### config.mk
export PLATFORM = sky130hd
export DESIGN_NAME = eprom_programmer
export DESIGN_NICKNAME = d
export VERILOG_FILES = /design/src/core/eprom_prog_pkg.sv /design/src/core/pin_sync.sv /design/src/core/cycle_timer.sv /design/src/core/eprom_programmer.sv
export SDC_FILE = /design/constraint.sdc
export NUM_CORES = 1
export LEC_CHECK = 0
export ABC_CLOCK_PERIOD_IN_PS = 3350
export BUFFER_PORTS_ARGS = -buffer_cell sky130_fd_sc_hd__buf_2
export CELL_PAD_IN_SITES_DETAIL_PLACEMENT = 0
export CELL_PAD_IN_SITES_GLOBAL_PLACEMENT = 2
export CORE_MARGIN = 10
export CORE_UTILIZATION = 32
export CTS_CLUSTER_SIZE = 10
export DETAILED_ROUTE_END_ITERATION = 8
export GPL_TIMING_DRIVEN = 0
export PLACE_DENSITY_LB_ADDON = 0.1
export REMOVE_ABC_BUFFERS = 1
export SLEW_MARGIN = 20
export SYNTH_ARGS = -nofsm -noshare
export SYNTH_HDL_FRONTEND = slang
export SYNTH_SLANG_ARGS = --single-unit
### constraint.sdc
create_clock -name core_clk_in -period 3.35 [get_ports core_clk_in]
set_clock_uncertainty 0.15 [all_clocks]
set_input_delay 0.1675 -clock core_clk_in [delete_from_list [all_inputs] [get_ports core_clk_in]]
set_output_delay 0.1675 -clock core_clk_in [all_outputs]
set_load 0.03 [all_outputs]
### src/core/eprom_prog_pkg.sv
// Package of constants for the EPROM programming controller.
// Behaviour
// Erased bits read one; programming only turns selected bits to zero.
// No electrical operation returns a zero bit to one.
// Program mode when program supply is at program level and select low.
// Programmer presents the whole byte on all eight data pins at once.
// Each program pulse holds select low between 95 and 105 us.
// Address stable at least 2 us before select falls.
// Write data stable at least 2 us before select falls.
// Write data kept driven at least 2 us after select rises.
// Data pins released at least 2 us before output enable falls.
// Address held until output enable returns high after verify.
// Repeat 100 us pulses, each followed by verify, until byte matches; the code gives up after MAX_PULSES (25) pulses.
// No extra overprogram pulse once a byte verifies.
// Device enables margin checking itself during program and verify.
// A device with select high is not programmed under program supply.
// Parallel devices share all lines but each has its own select.
// Verify with output enable low, select high, supplies at program level.
// Read back each programmed location to confirm its bits.
// Identification mode by high voltage on line nine, normal supplies.
// Line zero low gives maker code, high gives part code.
// In identification mode all other address lines are held low.
// Device leaves data pins undriven while select low and enable high.
package eprom_prog_pkg;

  // ----------------------------------------------------------------------
  // Geometry
  // ----------------------------------------------------------------------
  localparam int ADDR_W = 15;
  localparam int DATA_W = 8;
  localparam int DEV_N  = 4;
  localparam int ID_LINE_BIT  = 9;
  localparam int SIG_SEL_BIT  = 0;

  // ----------------------------------------------------------------------
  // Timing in nanoseconds and derived cycle counts at 20 MHz
  // ----------------------------------------------------------------------
  localparam int CLK_PERIOD_NS   = 50;
  localparam int T_SETUP_NS      = 2000;   // Address, data and supply setup.
  localparam int T_PULSE_NS      = 100000; // Nominal program pulse.
  localparam int T_PULSE_MIN_NS  = 95000;
  localparam int T_PULSE_MAX_NS  = 105000;
  localparam int T_HOLD_NS       = 2000;   // Data hold after select rises.
  localparam int T_RELEASE_NS    = 2000;   // Data release before verify.
  localparam int T_OE_VALID_NS   = 100;    // Output enable to valid data.
  localparam int T_SETUP_CYC   = (T_SETUP_NS + CLK_PERIOD_NS - 1)
                                 / CLK_PERIOD_NS;
  localparam int T_PULSE_CYC   = T_PULSE_NS / CLK_PERIOD_NS;
  localparam int T_HOLD_CYC    = (T_HOLD_NS + CLK_PERIOD_NS - 1)
                                 / CLK_PERIOD_NS;
  localparam int T_RELEASE_CYC = (T_RELEASE_NS + CLK_PERIOD_NS - 1)
                                 / CLK_PERIOD_NS;
  // Two extra cycles cover the two-stage input synchroniser.
  localparam int T_OE_CYC      = (T_OE_VALID_NS + CLK_PERIOD_NS - 1)
                                 / CLK_PERIOD_NS + 2;
  localparam int CNT_W         = 13;

  // ----------------------------------------------------------------------
  // Retry limit and results
  // ----------------------------------------------------------------------
  localparam logic [7:0] MAX_PULSES = 8'h19;
  localparam logic [1:0] RES_OK     = 2'h0;
  localparam logic [1:0] RES_FAIL   = 2'h1;
  localparam logic [1:0] RES_ONEBIT = 2'h2;
  localparam logic [1:0] RES_READ   = 2'h3;

  // Commands from the user side.
  localparam logic [1:0] CMD_PROGRAM = 2'h0;
  localparam logic [1:0] CMD_READ    = 2'h1;
  localparam logic [1:0] CMD_IDENT   = 2'h2;

  typedef enum logic [8:0] {
    ST_IDLE    = 9'h001,
    ST_SETUP   = 9'h002,
    ST_PULSE   = 9'h004,
    ST_HOLD    = 9'h008,
    ST_RELEASE = 9'h010,
    ST_VERIFY  = 9'h020,
    ST_CHECK   = 9'h040,
    ST_DONE    = 9'h080,
    ST_READ    = 9'h100
  } prog_state_t;

endpackage

### src/core/pin_sync.sv
// Two-stage synchroniser for the data pins read back from the devices.
`timescale 1ns/1ns
module pin_sync
  import eprom_prog_pkg::*;
(
  // Clock and reset
  input  wire logic              core_clk_in,
  input  wire logic              rst_in,
  // Pins in, synchronised out
  input  wire logic [DATA_W-1:0] pin_in,
  output logic      [DATA_W-1:0] sync_out
);

  logic [DATA_W-1:0] meta_r;
  logic [DATA_W-1:0] sync_r;

  // The first stage feeds only the second, to contain metastability.
  always_ff @(posedge core_clk_in) begin
    if (rst_in) begin
      meta_r <= '1;
      sync_r <= '1;
    end else begin
      meta_r <= pin_in;
      sync_r <= meta_r;
    end
  end

  assign sync_out = sync_r;

endmodule

### src/core/cycle_timer.sv
// Down-counter that times each phase of the programming sequence.
`timescale 1ns/1ns
module cycle_timer
  import eprom_prog_pkg::*;
(
  // Clock and reset
  input  wire logic             core_clk_in,
  input  wire logic             rst_in,
  // Load and status
  input  wire logic             load_in,
  input  wire logic [CNT_W-1:0] count_in,
  output logic                  done_out
);

  logic [CNT_W-1:0] cnt_r;

  // Loading count N makes done rise N cycles after the load edge.
  always_ff @(posedge core_clk_in) begin
    if (rst_in) begin
      cnt_r <= '0;
    end else if (load_in) begin
      cnt_r <= count_in;
    end else if (cnt_r != '0) begin
      cnt_r <= cnt_r - 1'b1;
    end
  end

  // Done depends on the count only: the sequencer loads on done, so
  // masking done with load would close a combinational loop.
  assign done_out = (cnt_r == '0);

endmodule

### src/core/eprom_programmer.sv
// Programmer that writes, verifies and identifies parallel EPROMs.
`timescale 1ns/1ns
module eprom_programmer
  import eprom_prog_pkg::*;
(
  // Clock and reset
  input  wire logic              core_clk_in,
  input  wire logic              rst_in,
  // User command port
  input  wire logic              cmd_valid_in,
  input  wire logic [1:0]        cmd_op_in,
  input  wire logic [DEV_N-1:0]  cmd_dev_in,
  input  wire logic [ADDR_W-1:0] cmd_addr_in,
  input  wire logic [DATA_W-1:0] cmd_data_in,
  output logic                   cmd_ready_out,
  output logic                   rsp_valid_out,
  output logic [1:0]             rsp_code_out,
  output logic [DATA_W-1:0]      rsp_data_out,
  output logic [7:0]             rsp_pulses_out,
  // Device pins
  output logic [ADDR_W-1:0]      addr_out,
  input  wire logic [DATA_W-1:0] data_pins_in,
  output logic [DATA_W-1:0]      data_pins_out,
  output logic                   data_pins_oe_out,
  output logic [DEV_N-1:0]       chip_sel_n_out,
  output logic                   out_en_n_out,
  output logic                   vpp_prog_out,
  output logic                   vcc_prog_out,
  output logic                   id_mode_address_line_out
);

  // ----------------------------------------------------------------------
  // State and working registers
  // ----------------------------------------------------------------------
  prog_state_t       state_r;
  logic [DEV_N-1:0]  dev_r;
  logic [DEV_N-1:0]  pend_r;
  logic [DATA_W-1:0] want_r;
  logic [7:0]        pulses_r;
  logic              first_r;
  logic [1:0]        op_r;
  logic [DATA_W-1:0] rdata;
  logic              tmr_load;
  logic [CNT_W-1:0]  tmr_count;
  logic              tmr_done;
  logic [DEV_N-1:0]  cur_dev;
  logic [DEV_N-1:0]  pend_nxt;

  pin_sync u_sync (
    .core_clk_in (core_clk_in),
    .rst_in      (rst_in),
    .pin_in      (data_pins_in),
    .sync_out    (rdata)
  );

  cycle_timer u_timer (
    .core_clk_in (core_clk_in),
    .rst_in      (rst_in),
    .load_in     (tmr_load),
    .count_in    (tmr_count),
    .done_out    (tmr_done)
  );

  // Lowest pending device is the one being worked on.
  assign cur_dev = pend_r & (~pend_r + 1'b1);

  // ----------------------------------------------------------------------
  // Timer loads on each phase entry
  // ----------------------------------------------------------------------
  // One load per phase keeps every interval measured from the same edge.
  always_comb begin
    tmr_load  = 1'b0;
    tmr_count = '0;
    unique case (state_r)
      ST_IDLE: begin
        tmr_load  = cmd_valid_in;
        tmr_count = CNT_W'(T_SETUP_CYC);
      end
      ST_SETUP: begin
        tmr_load  = tmr_done;
        tmr_count = CNT_W'(T_PULSE_CYC);
      end
      ST_PULSE: begin
        tmr_load  = tmr_done;
        tmr_count = CNT_W'(T_HOLD_CYC);
      end
      ST_HOLD: begin
        tmr_load  = tmr_done;
        tmr_count = CNT_W'(T_RELEASE_CYC);
      end
      ST_RELEASE: begin
        tmr_load  = tmr_done;
        tmr_count = CNT_W'(T_OE_CYC);
      end
      ST_CHECK: begin
        tmr_load  = 1'b1;
        tmr_count = CNT_W'(T_SETUP_CYC);
      end
      ST_VERIFY, ST_DONE, ST_READ: begin
        tmr_load  = 1'b0;
        tmr_count = '0;
      end
    endcase
  end

  // ----------------------------------------------------------------------
  // Verify decision
  // ----------------------------------------------------------------------
  // A device that verifies drops out; others keep pulsing.
  always_comb begin
    pend_nxt = pend_r;
    if (rdata == want_r) begin
      pend_nxt = pend_r & ~cur_dev;
    end
  end

  // ----------------------------------------------------------------------
  // Sequencer
  // ----------------------------------------------------------------------
  always_ff @(posedge core_clk_in) begin
    if (rst_in) begin
      state_r  <= ST_IDLE;
      dev_r    <= '0;
      pend_r   <= '0;
      want_r   <= '1;
      pulses_r <= '0;
      first_r  <= 1'b0;
      op_r     <= CMD_READ;
    end else begin
      unique case (state_r)
        ST_IDLE: begin
          if (cmd_valid_in) begin
            op_r     <= cmd_op_in;
            dev_r    <= cmd_dev_in;
            pend_r   <= cmd_dev_in;
            want_r   <= cmd_data_in;
            pulses_r <= '0;
            // Blank devices are read first so no pulse lands on a
            // byte that already matches.
            first_r  <= 1'b1;
            state_r  <= (cmd_op_in == CMD_PROGRAM) ? ST_RELEASE : ST_READ;
          end
        end
        ST_READ: begin
          if (tmr_done) begin
            state_r <= ST_VERIFY;
          end
        end
        ST_SETUP: begin
          if (tmr_done) begin
            state_r  <= ST_PULSE;
            pulses_r <= pulses_r + 8'h01;
          end
        end
        ST_PULSE: begin
          if (tmr_done) begin
            state_r <= ST_HOLD;
          end
        end
        ST_HOLD: begin
          if (tmr_done) begin
            state_r <= ST_RELEASE;
          end
        end
        ST_RELEASE: begin
          if (tmr_done) begin
            state_r <= ST_VERIFY;
          end
        end
        ST_VERIFY: begin
          if (tmr_done) begin
            state_r <= ST_CHECK;
          end
        end
        ST_CHECK: begin
          first_r <= 1'b0;
          if (op_r != CMD_PROGRAM) begin
            state_r <= ST_DONE;
          end else begin
            pend_r <= pend_nxt;
            if (pend_nxt == '0) begin
              state_r <= ST_DONE;
            end else if ((want_r & ~rdata) != '0
                         || pulses_r == MAX_PULSES) begin
              // A zero cannot be raised to one, so stop at once.
              state_r <= ST_DONE;
            end else if (pend_nxt != pend_r) begin
              state_r <= ST_RELEASE;
            end else begin
              state_r <= ST_SETUP;
            end
          end
        end
        ST_DONE: begin
          state_r <= ST_IDLE;
        end
      endcase
    end
  end

  // ----------------------------------------------------------------------
  // Response
  // ----------------------------------------------------------------------
  always_ff @(posedge core_clk_in) begin
    if (rst_in) begin
      rsp_valid_out  <= 1'b0;
      rsp_code_out   <= RES_OK;
      rsp_data_out   <= '0;
      rsp_pulses_out <= '0;
    end else begin
      rsp_valid_out <= 1'b0;
      if (state_r == ST_CHECK) begin
        rsp_data_out   <= rdata;
        rsp_pulses_out <= pulses_r;
        if (op_r != CMD_PROGRAM) begin
          rsp_code_out <= RES_READ;
        end else if (pend_nxt == '0) begin
          rsp_code_out <= RES_OK;
        end else if ((want_r & ~rdata) != '0) begin
          rsp_code_out <= RES_ONEBIT;
        end else begin
          rsp_code_out <= RES_FAIL;
        end
      end
      if (state_r == ST_DONE) begin
        rsp_valid_out <= 1'b1;
      end
    end
  end

  // ----------------------------------------------------------------------
  // Pin drive
  // ----------------------------------------------------------------------
  // Address is captured at the command and held through the whole verify.
  always_ff @(posedge core_clk_in) begin
    if (rst_in) begin
      addr_out                 <= '0;
      id_mode_address_line_out <= 1'b0;
    end else if (state_r == ST_IDLE && cmd_valid_in) begin
      if (cmd_op_in == CMD_IDENT) begin
        addr_out <= ADDR_W'({cmd_addr_in[SIG_SEL_BIT]});
        id_mode_address_line_out <= 1'b1;
      end else begin
        addr_out                 <= cmd_addr_in;
        id_mode_address_line_out <= 1'b0;
      end
    end
  end

  // Supplies sit at program level for program and verify of a byte only.
  always_ff @(posedge core_clk_in) begin
    if (rst_in) begin
      vpp_prog_out <= 1'b0;
      vcc_prog_out <= 1'b0;
    end else if (state_r == ST_IDLE) begin
      vpp_prog_out <= cmd_valid_in && cmd_op_in == CMD_PROGRAM;
      vcc_prog_out <= cmd_valid_in && cmd_op_in == CMD_PROGRAM;
    end else if (state_r == ST_DONE) begin
      vpp_prog_out <= 1'b0;
      vcc_prog_out <= 1'b0;
    end
  end

  // Only the device being programmed sees select low; others are inhibited.
  always_ff @(posedge core_clk_in) begin
    if (rst_in) begin
      chip_sel_n_out <= '1;
    end else if (state_r == ST_SETUP && tmr_done) begin
      chip_sel_n_out <= ~cur_dev;
    end else if (state_r == ST_PULSE && tmr_done) begin
      chip_sel_n_out <= '1;
    end else if (state_r == ST_IDLE && cmd_valid_in
                 && cmd_op_in != CMD_PROGRAM) begin
      chip_sel_n_out <= ~cmd_dev_in;
    end else if (state_r == ST_DONE) begin
      chip_sel_n_out <= '1;
    end
  end

  // Data drives from setup to end of hold, never during verify.
  always_ff @(posedge core_clk_in) begin
    if (rst_in) begin
      data_pins_out    <= '1;
      data_pins_oe_out <= 1'b0;
    end else if (state_r == ST_CHECK && op_r == CMD_PROGRAM) begin
      data_pins_out    <= want_r;
      data_pins_oe_out <= pend_nxt != '0 && (want_r & ~rdata) == '0
                          && pend_nxt == pend_r && pulses_r != MAX_PULSES;
    end else if (state_r == ST_HOLD && tmr_done) begin
      data_pins_oe_out <= 1'b0;
    end
  end

  // Output enable falls for a read and rises before the address moves.
  always_ff @(posedge core_clk_in) begin
    if (rst_in) begin
      out_en_n_out <= 1'b1;
    end else if (state_r == ST_RELEASE && tmr_done) begin
      out_en_n_out <= 1'b0;
    end else if (state_r == ST_IDLE && cmd_valid_in
                 && cmd_op_in != CMD_PROGRAM) begin
      out_en_n_out <= 1'b0;
    end else if (state_r == ST_VERIFY && tmr_done) begin
      out_en_n_out <= 1'b1;
    end
  end

  // The idle code is one-hot bit 0, so ready is a flop output itself.
  assign cmd_ready_out = state_r[0];

endmodule

* Word-level counts from Yosys, hierarchy flattened *
Cells that the tools add are included.

cells by class
  $add $sub $neg = 3
  equality and inequality tests = 22
  muxes and demuxes = 40
  bitwise logic cells = 7
  reduce and logical (&&, ||, !) cells = 38

operators by type and width
  cell                                                                   count
  9-bit one-hot mux with 8 select lines                                  1
  9-bit 2-to-1 mux                                                       7
  13-bit one-hot mux with 4 select lines                                 1
  8-bit 2-to-1 mux                                                       5
  4-bit 2-to-1 mux                                                       7
  13-bit 2-to-1 mux                                                      2
  8-bit one-hot mux with 2 select lines                                  1
  15-bit 2-to-1 mux                                                      1
  2-bit nonzero test                                                     7
  13-bit logical NOT                                                     1
  13-bit nonzero test                                                    1
  13-bit by 1-bit subtractor with 13-bit output (second input constant)  1
  1-bit logical AND                                                      12
  2-bit inequality test (second input constant)                          6
  4-bit NOT                                                              3
  9-bit by 1-bit == test with 1-bit output (second input constant)       1
  9-bit by 2-bit == test with 1-bit output (second input constant)       1
  9-bit by 3-bit == test with 1-bit output (second input constant)       1
  9-bit by 4-bit == test with 1-bit output (second input constant)       1
  9-bit by 5-bit == test with 1-bit output (second input constant)       1
  9-bit by 6-bit == test with 1-bit output (second input constant)       1
  9-bit by 7-bit == test with 1-bit output (second input constant)       1
  9-bit by 8-bit == test with 1-bit output (second input constant)       1
  9-bit == test (second input constant)                                  1
  30 further kinds                                                       45

word-level totals
  flip-flop bits (word level) = 110
  input bits = 40
  output and inout port bits = 52
  word-level logic and storage cells = 129

* Logic depth before layout (Yosys ltp) *
Gate-level depths: netlist of run 1.

  depth in word-level cells = 12
  depth in mapped cells = 9
  mapped depth without buffers = 8

* Hierarchy *
From an unflattened synthesis of run 1, not the netlist that was laid out.

unflattened totals
  cell total of the unflattened synthesis = 608
  area total of the unflattened synthesis = 5017.3 µm²

by module, submodules not included
  module            times used  cells an instance  area an instance (µm²)  seq. area each (µm²)
  eprom_programmer  1           485                3822.4                  1621.6
  cycle_timer       1           90                 763.2                   260.2
  pin_sync          1           33                 431.7                   320.3

* Worst setup path after synthesis of run 1 *
Ideal clock, no wire load.

  kind = register -> register
  start = reg u_timer.cnt_r[0]
  end = reg state_r[5]
  setup time = 70 ps
  arrival = 2254 ps
  data required time = 3130 ps
  setup slack = 876 ps
  stages on the path, launching flop included = 10
  path buffers = 1
  clock period less this slack = 2474 ps
  cell sequence = dfxtp_1 inv_1 ha_1 nor3b_1 nand3_1 or2_0 buf_6 o2bb2ai_4 or4_1 a21oi_1

on the way
  longest elaborated chain between the ends = 3
  elaborated cells on any way between the ends = 7
  classes of those cells = 5 x eq/ne; 2 x reduce/logical

RTL lines
  item                                                                                                        RTL line                 source
  from (decl)                                                                                                 cycle_timer.sv:15        logic [CNT_W-1:0] cnt_r;
  from (signal assigned)                                                                                      cycle_timer.sv:22        cnt_r <= count_in;
  from (signal assigned)                                                                                      cycle_timer.sv:24        cnt_r <= cnt_r - 1'b1;
  13-bit logical NOT *                                                                                        cycle_timer.sv:30        assign done_out = (cnt_r == '0);
  2-bit inequality test (no line) / 2-bit by 1-bit inequality test with 1-bit output (equally long branches)  --
  6-bit AND reduction (no line) *                                                                             --
  to (signal assigned)                                                                                        eprom_programmer.sv:141  state_r <= (cmd_op_in == CMD_PROGRAM) ? ST_RELEASE : ST_READ;
  to (decl)                                                                                                   eprom_programmer.sv:35   prog_state_t state_r;

Mark *: on every way between the ends. The rest lies on a longest branch, timed or not.
A chain may end at the register's enable or synchronous reset.

* Final worst setup path of run 1 *
  start = reg state_r[5]
  end = reg chip_sel_n_out[1]

on the way
  longest elaborated chain between the ends = 6
  elaborated cells on any way between the ends = 12
  classes of those cells = 4 x eq/ne; 3 x mux; 5 x reduce/logical

RTL lines
  item                                      RTL line                 source
  9-bit by 1-bit == test with 1-bit output  eprom_programmer.sv:272  end else if (state_r == ST_IDLE && cmd_valid_in
  1-bit logical AND                         eprom_programmer.sv:272
  1-bit logical AND                         eprom_programmer.sv:273  && cmd_op_in != CMD_PROGRAM) begin
  4-bit 2-to-1 mux                          eprom_programmer.sv:272
  4-bit 2-to-1 mux                          eprom_programmer.sv:270  end else if (state_r == ST_PULSE && tmr_done) begin
  4-bit 2-to-1 mux                          eprom_programmer.sv:268  end else if (state_r == ST_SETUP && tmr_done) begin
  to (signal assigned)                      eprom_programmer.sv:269  chip_sel_n_out <= ~cur_dev;
  to (signal assigned)                      eprom_programmer.sv:274  chip_sel_n_out <= ~cmd_dev_in;
  to (decl)                                 eprom_programmer.sv:25   output logic [DEV_N-1:0] chip_sel_n_out,

Several ways; a longest one is shown, not always the timed one.

==> flow_metrics.py, run 1 <==
metrics = {
    "routing": {
        "drt_first_iter_violations": 181,
        "drtAntennaViolNets": 0,
        "totalWireLength_um": 13100,
        "drtPass1Iterations": 4,
        "wl_per_cell_um": 15.2,
        "via_per_inst": 4.93,
        "via_count": 4241,
        "drc": 0,
    },
    "setup_path": {
        "crit_arrival_ns": 3.13,
        "critical_path.startpoint_type": "flip-flop",
        "r2r_start": "state_r[5]$_SDFFE_PP0P_",
        "crit_required_ns": 3.51,
        "crit_type": "reg2reg",
        "worstSetupEndpointType": "flip-flop",
        "crit_start": "state_r[5]$_SDFFE_PP0P_",
        "crit_fanout": 12,
    },
    "synth": {
        "synth_top_area_frac": 0.468,
        "yosys.area_share.simple": 0.280,
        "yosysWarnings": 0,
        "ys_ff_latch": 110,
        "synth_cells": 559,
        "synth_compound_area_frac": 0.140,
        "yosysMostFrequentCell": "dfxtp_1",
        "synth-async-reset-ratio": 0,
        "synthTopCellsByArea": "dfxtp_1 (47%), nand2_1 (8.3%), a21oi_1 (5.0%)",
        "syn_area_mm2": 0.00471,
        "synthAdderAreaFrac": 0.0314,
        "synth_seq_area_share": 0.468,
        "synth_area_leader_cell": "dfxtp_1",
        "synth_top_family_by_area": "simple AND/OR/NAND/NOR gates",
        "synth_commonest_cells": "dfxtp_1 (110), nand2_1 (104), a21oi_1 (47)",
        "syn_avg_cell_area_um2": 8.42,
        "synthXorXnorAreaFrac": 0.0335,
        "ys.flop_type": "dfxtp_1",
        "synth_edf_count": 0,
        "synth_mux_area_frac": 0.00665,
        "synth_cell_types": 53,
    },
    "global_routing": {
        "antenna_found_initial": 0,
        "grt_pass1_wl_um": 21600,
        "first_global_vias": 4164,
        "grt_usage": 0.133,
        "use_met2": 0.217,
        "grt_overflow": 0,
        "top_usage_layer": "met2",
        "use_met3": 0.0484,
        "grt_max_degree": 56,
        "use_met1": 0.163,
    },
    "worst_hold_path": {
        "min_path_type": "in2reg",
        "min_from": "rst_in",
    },
    "place": {
        "place_inst": 807,
        "pre_cts_ws_ns": 0.128,
        "gp_congestion": 0.794,
        "dp_hpwl_um": 9240,
        "placed_area_mm2": 0.00535,
        "io_buffer_count": 91,
    },
    "clocking": {
        "clockBufferDepth": 2,
        "postCtsSetupBuffers": 0,
        "cts.sink_count": 110,
        "cts_tree": "yes",
        "htree_levels": 3,
        "cts_root_buf": "clkbuf_16",
        "numCtsBuffers": 9,
        "clk_pin_slew_ns": 0.08,
        "clk_latency_ns": 0.36,
    },
    "layout": {
        "n_antenna_cell": 0,
        "fillers": 1445,
        "final_area_mm2": 0.00605,
        "stdcell_count": 861,
        "drive_gt1_frac": 0.210,
        "flow.area_growth_from_synthesis_pct": 28.7,
        "final_nets": 723,
    },
    "job": {
        "drv_cap": 0,
    },
    "pwr": {
        "comb_power_share": 0.288,
        "p_sw_frac": 0.337,
        "seqPwrFrac": 0.416,
        "p_switching_mw": 1.28,
        "p_total_mw": 3.82,
        "powerDensity_mw_per_mm2": 630,
        "pwr-share-clk": 0.296,
        "p_leak_nw": 2.50,
        "irDropWorstVdd_mv": 0.267,
        "power.internal_mw": 2.53,
    },
    "run_status": {
        "status": "finished, final reports clean",
    },
    "sta": {
        "drv_slew": 0,
        "timing.fmax_ghz": 0.336,
        "hold_viol": 0,
        "post-route-min-period_ns": 2.97,
        "tightest_slew_ns": 0.901,
        "final-setup-viol-count": 0,
        "slew_headroom": 0.399,
        "setup_slack_ns": 0.377,
        "grt_setup_unrepaired": "no",
        "holdWs_ns": 0.141,
        "min_period_over_period": 0.888,
    },
    "floorplan": {
        "initial_core_util": 0.325,
        "io_pins": 92,
        "die_w_um": 141,
        "dieArea_mm2": 0.0200,
        "die_h_um": 141,
        "coreArea_mm2": 0.0145,
        "rows": 44,
    },
}
[layout make-up]
type | instances | area (µm²) | share of cell area
Sequential cell | 110 | 2200 | 0.364
Clock buffer | 11 | 253 | 0.0417
Clock inverter | 5 | 63.8 | 0.0105
Multi-Input combinational cell | 401 | 2340 | 0.386
Inverter | 15 | 56.3 | 0.00930
Tap cell | 184 | 230 | 0.0380
Timing Repair Buffer | 135 | 911 | 0.150
[cell usage in the layout (no fill, tap or decap), types with 5 or more instances in the layout]
cell type	instances
dfxtp_1	110
clkbuf_16	9
nand3b_1	18
nand2b_1	8
or3_1	7
nand2_1	104
o21ai_0	20
dlygate4sd3_1	38
buf_2	90
a21o_1	5
xor2_1	10
ha_1	11
a21oi_1	47
nor3_1	11
nor2_1	41
nor4_1	9
inv_1	15
nand4_1	5
or2_2	17
xnor2_1	8
nand3_1	19
[power by group through the flow]
stage                     logic, mW  registers [mW]  clock network, mW
after floorplan               0.697            1.64                  0
after global placement         1.02            1.61                  0
after detailed placement       1.07            1.61                  0
after CTS                      1.11            1.58               1.18
after global routing           1.24            1.61               1.23
final                          1.10            1.59               1.13
[critical path, stage by stage (launching register included)]
cell	delay [ns]
dfxtp_1	0.42
nor4_2	0.61
nand4_1	0.55
buf_6	0.32
nor2_1	0.44
a211oi_1	0.21
nand2b_1	0.12
a21o_1	0.12
[metal layers]
layer  routed length [µm]  up-vias
met4                  122        0
met3                  666        9
met5                    0        -
li1                     -     2160
met2                 6120       63
met1                 6210     2009
[flip-flops by register name, summed over array words and instances, names as in the netlist]
name / flops
addr_out: 15
u_timer.cnt_r: 13
state_r: 9
data_pins_out: 8
pulses_r: 8
rsp_data_out: 8
rsp_pulses_out: 8
u_sync.meta_r: 8
u_sync.sync_out: 8
want_r: 8
chip_sel_n_out: 4
pend_r: 4
op_r: 2
rsp_code_out: 2
data_pins_oe_out: 1
id_mode_address_line_out: 1
out_en_n_out: 1
rsp_valid_out: 1
vcc_prog_out: 1
[logic make-up (layout without fill, tap and decap cells)]
kind of cell | after synthesis | count (layout)
buffers and inverters | 48 | 166
xor gates and xnor gates | 18 | 18
DFF | 110 | 110
AOI/OAI and AO/OA | 104 | 104
muxes | 3 | 3
adders and majority gates | 12 | 12
and+or+nand+nor | 264 | 264
[path summary, 6_finish.rpt]
check / slack (ns) / cells after the start / to
min reg2reg: 0.26 / 1 / u_sync.sync_out[0]$_SDFF_PP1_
max: 0.38 / 7 / chip_sel_n_out[1]$_SDFFE_PP1P_
min: 0.14 / 2 / state_r[3]$_SDFFE_PP0P_
max reg2reg: 0.38 / 7 / chip_sel_n_out[1]$_SDFFE_PP1P_
[metrics by stage]
stage          TNS (ns)   util
2_1_floorplan    -0.211      -
3_3_place_gp     -53.91  0.363
3_5_place_dp          0  0.369
4_1_cts               0  0.417
5_1_grt               0  0.418
6_report              0  0.418
[repair_timing]
| action | 4_1_cts | 5_1_grt |
|---|---|---|
| hold endpoints to repair | 40 | 0 |
| setup endpoints to repair | 0 | 15 |
| hold buffers | 38 | 0 |
| gates resized for setup | 0 | 3 |
Note: power is estimated with default switching activity, not from simulation.
==> run 2: changes to the inputs <==
Settings changed: CORE_ASPECT_RATIO set to 1.1, CTS_CLUSTER_SIZE 10 to 16.
==> flow_metrics.py, run 2 (synthesis results as in run 1) <==
metrics = {
    "run_status": {
        "status": "finished, final reports clean",
    },
    "clocking": {
        "postCtsSetupBuffers": 0,
        "cts_root_buf": "clkbuf_16",
        "cts.sink_count": 110,
        "clk_pin_slew_ns": 0.07,
        "htree_levels": 3,
        "clockBufferDepth": 2,
        "numCtsBuffers": 9,
        "cts_tree": "yes",
        "clk_latency_ns": 0.36,
    },
    "pwr": {
        "p_total_mw": 3.97,
        "power.internal_mw": 2.67,
        "p_leak_nw": 2.52,
        "powerDensity_mw_per_mm2": 649,
        "pwr-share-clk": 0.321,
        "seqPwrFrac": 0.400,
        "p_switching_mw": 1.30,
        "p_sw_frac": 0.328,
        "irDropWorstVdd_mv": 0.208,
        "comb_power_share": 0.279,
    },
    "layout": {
        "final_common_cell": "dfxtp_1",
        "flow.area_growth_from_synthesis_pct": 30.0,
        "final_nets": 724,
        "largest_reg_flops": 15,
        "drive_gt1_frac": 0.209,
        "layout_common_cells": "dfxtp_1 (110), nand2_1 (104), buf_2 (90), a21oi_1 (47), nor2_1 (41)",
        "n_antenna_cell": 0,
        "reg_top3": "addr_out x15, u_timer.cnt_r x13, state_r x9",
        "top_register": "addr_out",
        "fin_util": 0.424,
    },
    "global_routing": {
        "antenna_found_initial": 0,
        "grt_usage": 0.133,
        "first_global_vias": 4243,
        "grt_pass1_wl_um": 21500,
        "grt_overflow": 0,
        "grt_max_degree": 66,
    },
    "worst_hold_path": {
        "min_path_type": "in2reg",
        "hold_end": "pulses_r[0]$_SDFFE_PP0P_",
        "holdPathStages": 2,
        "min_from": "rst_in",
    },
    "routing": {
        "via_per_inst": 4.86,
        "wl_per_cell_um": 15.3,
        "drc": 0,
        "totalWireLength_um": 13300,
        "drtAntennaViolNets": 0,
        "drtPass1Iterations": 5,
        "via_count": 4230,
        "drt_first_iter_violations": 215,
    },
    "setup_path": {
        "r2r-end": "state_r[5]$_SDFFE_PP0P_",
        "crit_type": "reg2reg",
        "worstSetupEndpointType": "flip-flop",
        "crit_fanout": 10,
        "rr_worst_depth": 8,
        "critical_path.startpoint_type": "flip-flop",
        "r2r_setup_slack_ns": 0.33,
        "r2r_start": "u_timer.cnt_r[0]$_SDFFE_PP0P_",
        "crit_arrival_ns": 3.16,
        "crit_required_ns": 3.49,
    },
    "sta": {
        "hold_viol": 0,
        "grt_setup_unrepaired": "no",
        "final-setup-viol-count": 0,
        "slew_headroom": 0.421,
        "drv_slew": 0,
        "timing.fmax_ghz": 0.331,
        "tightest_slew_ns": 0.862,
        "post-route-min-period_ns": 3.02,
        "min_period_over_period": 0.902,
        "setup_slack_ns": 0.329,
    },
    "place": {
        "gp_congestion": 0.791,
        "pre_cts_ws_ns": 0.184,
        "dp_hpwl_um": 9460,
        "io_buffer_count": 91,
    },
    "floorplan": {
        "rows": 46,
        "die_h_um": 147,
        "die_w_um": 136,
        "io_pins": 92,
        "dieArea_mm2": 0.0200,
        "initial_core_util": 0.326,
        "coreArea_mm2": 0.0144,
    },
    "job": {
        "drv_cap": 0,
    },
}
-- run 2: timing repair --
item	4_1_cts	5_1_grt
hold buffers	38	0
hold endpoints to repair	40	0
setup endpoints to repair	0	12
resized for setup	0	2
-- run 2: power groups by stage --
stage | registers, mW | logic (mW) | clock network (mW)
2_1_floorplan | 1.64 | 0.697 | 0
4_1_cts | 1.59 | 1.12 | 1.31
6_report | 1.59 | 1.11 | 1.27
5_1_grt | 1.61 | 1.24 | 1.37
3_3_place_gp | 1.61 | 1.03 | 0
3_5_place_dp | 1.62 | 1.08 | 0
-- run 2: layer usage --
| layer | track usage | vias to the layer above | wire length, µm |
|---|---|---|---|
| met2 | 0.220 | 72 | 6450 |
| met1 | 0.164 | 1987 | 6160 |
| met4 | 0.0517 | 0 | 175 |
| met3 | 0.0297 | 14 | 497 |
| met5 | 0 | - | 0 |
| li1 | - | 2157 | - |
-- run 2: how the worst max path moves through the flow --
stage | cells past startpoint | startpoint | endpoint | slack, ns
finish | 8 | u_timer.cnt_r[0]$_SDFFE_PP0P_ | state_r[5]$_SDFFE_PP0P_ | 0.33
global route | 8 | u_timer.cnt_r[0]$_SDFFE_PP0P_ | u_timer.cnt_r[7]$_SDFFE_PP0P_ | 0.06
CTS | 6 | state_r[2]$_SDFFE_PP0P_ | pend_r[0]$_SDFFE_PP0P_ | 0.16
detailed placement | 6 | state_r[2]$_SDFFE_PP0P_ | pend_r[0]$_SDFFE_PP0P_ | 0.18
global placement | 6 | state_r[5]$_SDFFE_PP0P_ | pend_r[1]$_SDFFE_PP0P_ | -2.03
floorplan | 6 | state_r[5]$_SDFFE_PP0P_ | pend_r[1]$_SDFFE_PP0P_ | -0.08
-- run 2: cell type report --
| type | count | area [µm²] |
|---|---|---|
| inverters | 15 | 56.3 |
| clock buffers | 10 | 239 |
| fillers | 1506 | 8330 |
| flip-flops and latches | 110 | 2200 |
| well taps | 192 | 240 |
| repair buffers | 136 | 930 |
| clock inverters | 6 | 118 |
| multi-input cells | 401 | 2330 |
-- run 2: stage by stage --
stage | cell area, µm² | TNS, ns | hold WS (ns) | instances
floorplan | 4570 | -0.211 | 0.0866 | 526
global placement | 5270 | -55.75 | 0.200 | 809
detailed placement | 5380 | 0 | 0.202 | 816
CTS | 6110 | 0 | 0.0493 | 870
global route | 6120 | 0 | 0.0605 | 870
finish | 6120 | 0 | 0.0585 | 870
-- run 2: critical path: stages, from the launching register on --
cell	delay [ns]
dfxtp_1	0.32
inv_1	0.09
ha_1	0.19
nor3b_1	0.43
nand3_1	0.33
or2_1	0.52
o2bb2ai_4	0.28
or4_1	0.50
a21oi_1	0.14
==> run 3: changes to the inputs <==
Settings changed: BUFFER_PORTS_ARGS -buffer_cell sky130_fd_sc_hd__buf_2 to unset, CORE_UTILIZATION 32 to 37, CTS_CLUSTER_SIZE 16 to 25, DONT_BUFFER_PORTS set to 1.
==> flow_metrics.py, run 3 (synthesis results as in run 1) <==
metrics = {
    "run_status": {
        "status": "finished, final reports clean",
    },
    "setup_path": {
        "r2r_start": "state_r[2]$_SDFFE_PP0P_",
        "max_stage_delay_ns": 0.70,
        "crit_type": "reg2reg",
        "r2r_setup_slack_ns": 0.28,
        "cp_cell_sequence": "nor3_1, nand3_2, nor3_4, a31oi_1, o41ai_1",
        "r2r-end": "state_r[4]$_SDFFE_PP0P_",
        "critical_path.startpoint_type": "flip-flop",
        "slowest_stage": "nand3_2",
        "cp-endpoint": "state_r[4]$_SDFFE_PP0P_",
        "crit_arrival_ns": 3.17,
        "rr_worst_depth": 5,
        "crit_fanout": 26,
        "crit_start": "state_r[2]$_SDFFE_PP0P_",
        "worstSetupEndpointType": "flip-flop",
        "crit_required_ns": 3.45,
    },
    "sta": {
        "timing.fmax_ghz": 0.326,
        "hold_viol": 0,
        "grt_setup_unrepaired": "no",
        "final-setup-viol-count": 0,
        "post-route-min-period_ns": 3.07,
        "tightest_slew_ns": 0.857,
        "slew_headroom": 0.429,
        "setup_slack_ns": 0.285,
        "drv_slew": 0,
        "min_period_over_period": 0.915,
    },
    "pwr": {
        "comb_power_share": 0.253,
        "p_leak_nw": 2.10,
        "power.internal_mw": 2.52,
        "irDropWorstVdd_mv": 0.310,
        "p_switching_mw": 1.25,
        "seqPwrFrac": 0.439,
        "p_sw_frac": 0.332,
        "powerDensity_mw_per_mm2": 678,
        "pwr-share-clk": 0.308,
    },
    "floorplan": {
        "io_pins": 92,
        "initial_core_util": 0.375,
        "dieArea_mm2": 0.0176,
        "rows": 43,
        "die_h_um": 138,
        "die_w_um": 128,
        "coreArea_mm2": 0.0125,
    },
    "place": {
        "io_buffer_count": 0,
        "pre_cts_ws_ns": 0.0830,
        "gp_congestion": 0.777,
        "placed_area_mm2": 0.00482,
        "dp_hpwl_um": 8500,
    },
    "routing": {
        "totalWireLength_um": 12600,
        "via_count": 3903,
        "drc": 0,
        "drtAntennaViolNets": 0,
        "wl_per_cell_um": 17.0,
        "via_per_inst": 5.26,
        "drtPass1Iterations": 4,
        "drt_first_iter_violations": 215,
    },
    "clocking": {
        "cts_root_buf": "clkbuf_16",
        "numCtsBuffers": 9,
        "postCtsSetupBuffers": 0,
        "clk_pin_slew_ns": 0.08,
        "cts_tree": "yes",
        "clockBufferDepth": 2,
        "cts.sink_count": 110,
        "clk_latency_ns": 0.35,
        "htree_levels": 3,
    },
    "layout": {
        "n_antenna_cell": 0,
        "fin_util": 0.443,
        "top_register": "addr_out",
        "final_area_mm2": 0.00556,
        "flow.area_growth_from_synthesis_pct": 18.1,
        "final_nets": 631,
        "layout_common_cells": "dfxtp_1 (110), nand2_1 (104), a21oi_1 (47), nor2_1 (41), dlygate4sd3_1 (38)",
        "final_common_cell": "dfxtp_1",
        "reg_top3": "addr_out x15, u_timer.cnt_r x13, state_r x9",
        "largest_reg_flops": 15,
        "drive_gt1_frac": 0.0838,
    },
    "global_routing": {
        "grt_overflow": 0,
        "grt_usage": 0.143,
        "grt_max_degree": 100,
        "antenna_found_initial": 0,
        "grt_pass1_wl_um": 20500,
        "first_global_vias": 3803,
    },
    "job": {
        "drv_cap": 0,
    },
    "worst_hold_path": {
        "min_path_type": "in2reg",
    },
}
-- run 3: worst min-delay path by stage --
| stage | start | end | slack, ns | cells past startpoint |
|---|---|---|---|---|
| floorplan | rst_in | addr_out[0]$_SDFFE_PP0P_ | 0.09 | 1 |
| global placement | rst_in | rsp_data_out[3]$_SDFFE_PP0P_ | 0.1 | 1 |
| detailed placement | rst_in | rsp_data_out[7]$_SDFFE_PP0P_ | 0.1 | 1 |
| CTS | cmd_valid_in | vcc_prog_out$_SDFFE_PP0P_ | 0.05 | 4 |
| global route | rst_in | state_r[3]$_SDFFE_PP0P_ | 0.09 | 2 |
| finish | rst_in | rsp_data_out[3]$_SDFFE_PP0P_ | 0.05 | 2 |
-- run 3: timing repair --
| item | 4_1_cts | 5_1_grt |
|---|---|---|
| gates resized for setup | 0 | 2 |
| hold endpoints to repair | 99 | 0 |
| hold buffers | 39 | 0 |
| setup endpoints to repair | 0 | 11 |
-- run 3: worst max-delay path, delay by kind of cell (launching register included) --
| kind | cells | cell delay [ns] |
|---|---|---|
| flops | 1 | 0.39 |
| simple gates | 3 | 1.94 |
| compound gates | 2 | 0.48 |
-- run 3: final cells by class --
type / count / area, µm²
Sequential cell: 110 / 2200
Inverter: 15 / 56.3
Fill cell: 1285 / 6980
Multi-Input combinational cell: 401 / 2330
Clock buffer: 9 / 225
Clock inverter: 7 / 97.6
Tap cell: 157 / 196
Timing Repair Buffer: 43 / 445
-- run 3: routing by layer --
metal / part of all wire / track usage / vias to the layer above
met4: 0.015 / 0.0528 / 0
met2: 0.47 / 0.230 / 84
met1: 0.45 / 0.173 / 1831
met5: 0 / 0 / -
li1: - / - / 1976
met3: 0.066 / 0.0432 / 12
-- run 3: per-stage QoR --
step / power (mW) / setup TNS (ns) / hold WS (ns) / cells
after floorplan: 2.34 / -0.211 / 0.0866 / 526
after global placement: 2.56 / -49.25 / 0.0980 / 683
after detailed placement: 2.59 / 0 / 0.0983 / 687
after CTS: 3.82 / 0 / 0.0517 / 742
after global routing: 4.01 / 0 / 0.0852 / 742
final: 3.77 / 0 / 0.0471 / 742
-- run 3: power groups by stage --
stage / clock [mW] / sequential (mW) / combinational (mW)
5_1_grt: 1.24 / 1.68 / 1.08
2_1_floorplan: 0 / 1.64 / 0.697
6_report: 1.16 / 1.66 / 0.954
3_5_place_dp: 0 / 1.69 / 0.900
3_3_place_gp: 0 / 1.68 / 0.873
4_1_cts: 1.20 / 1.66 / 0.964
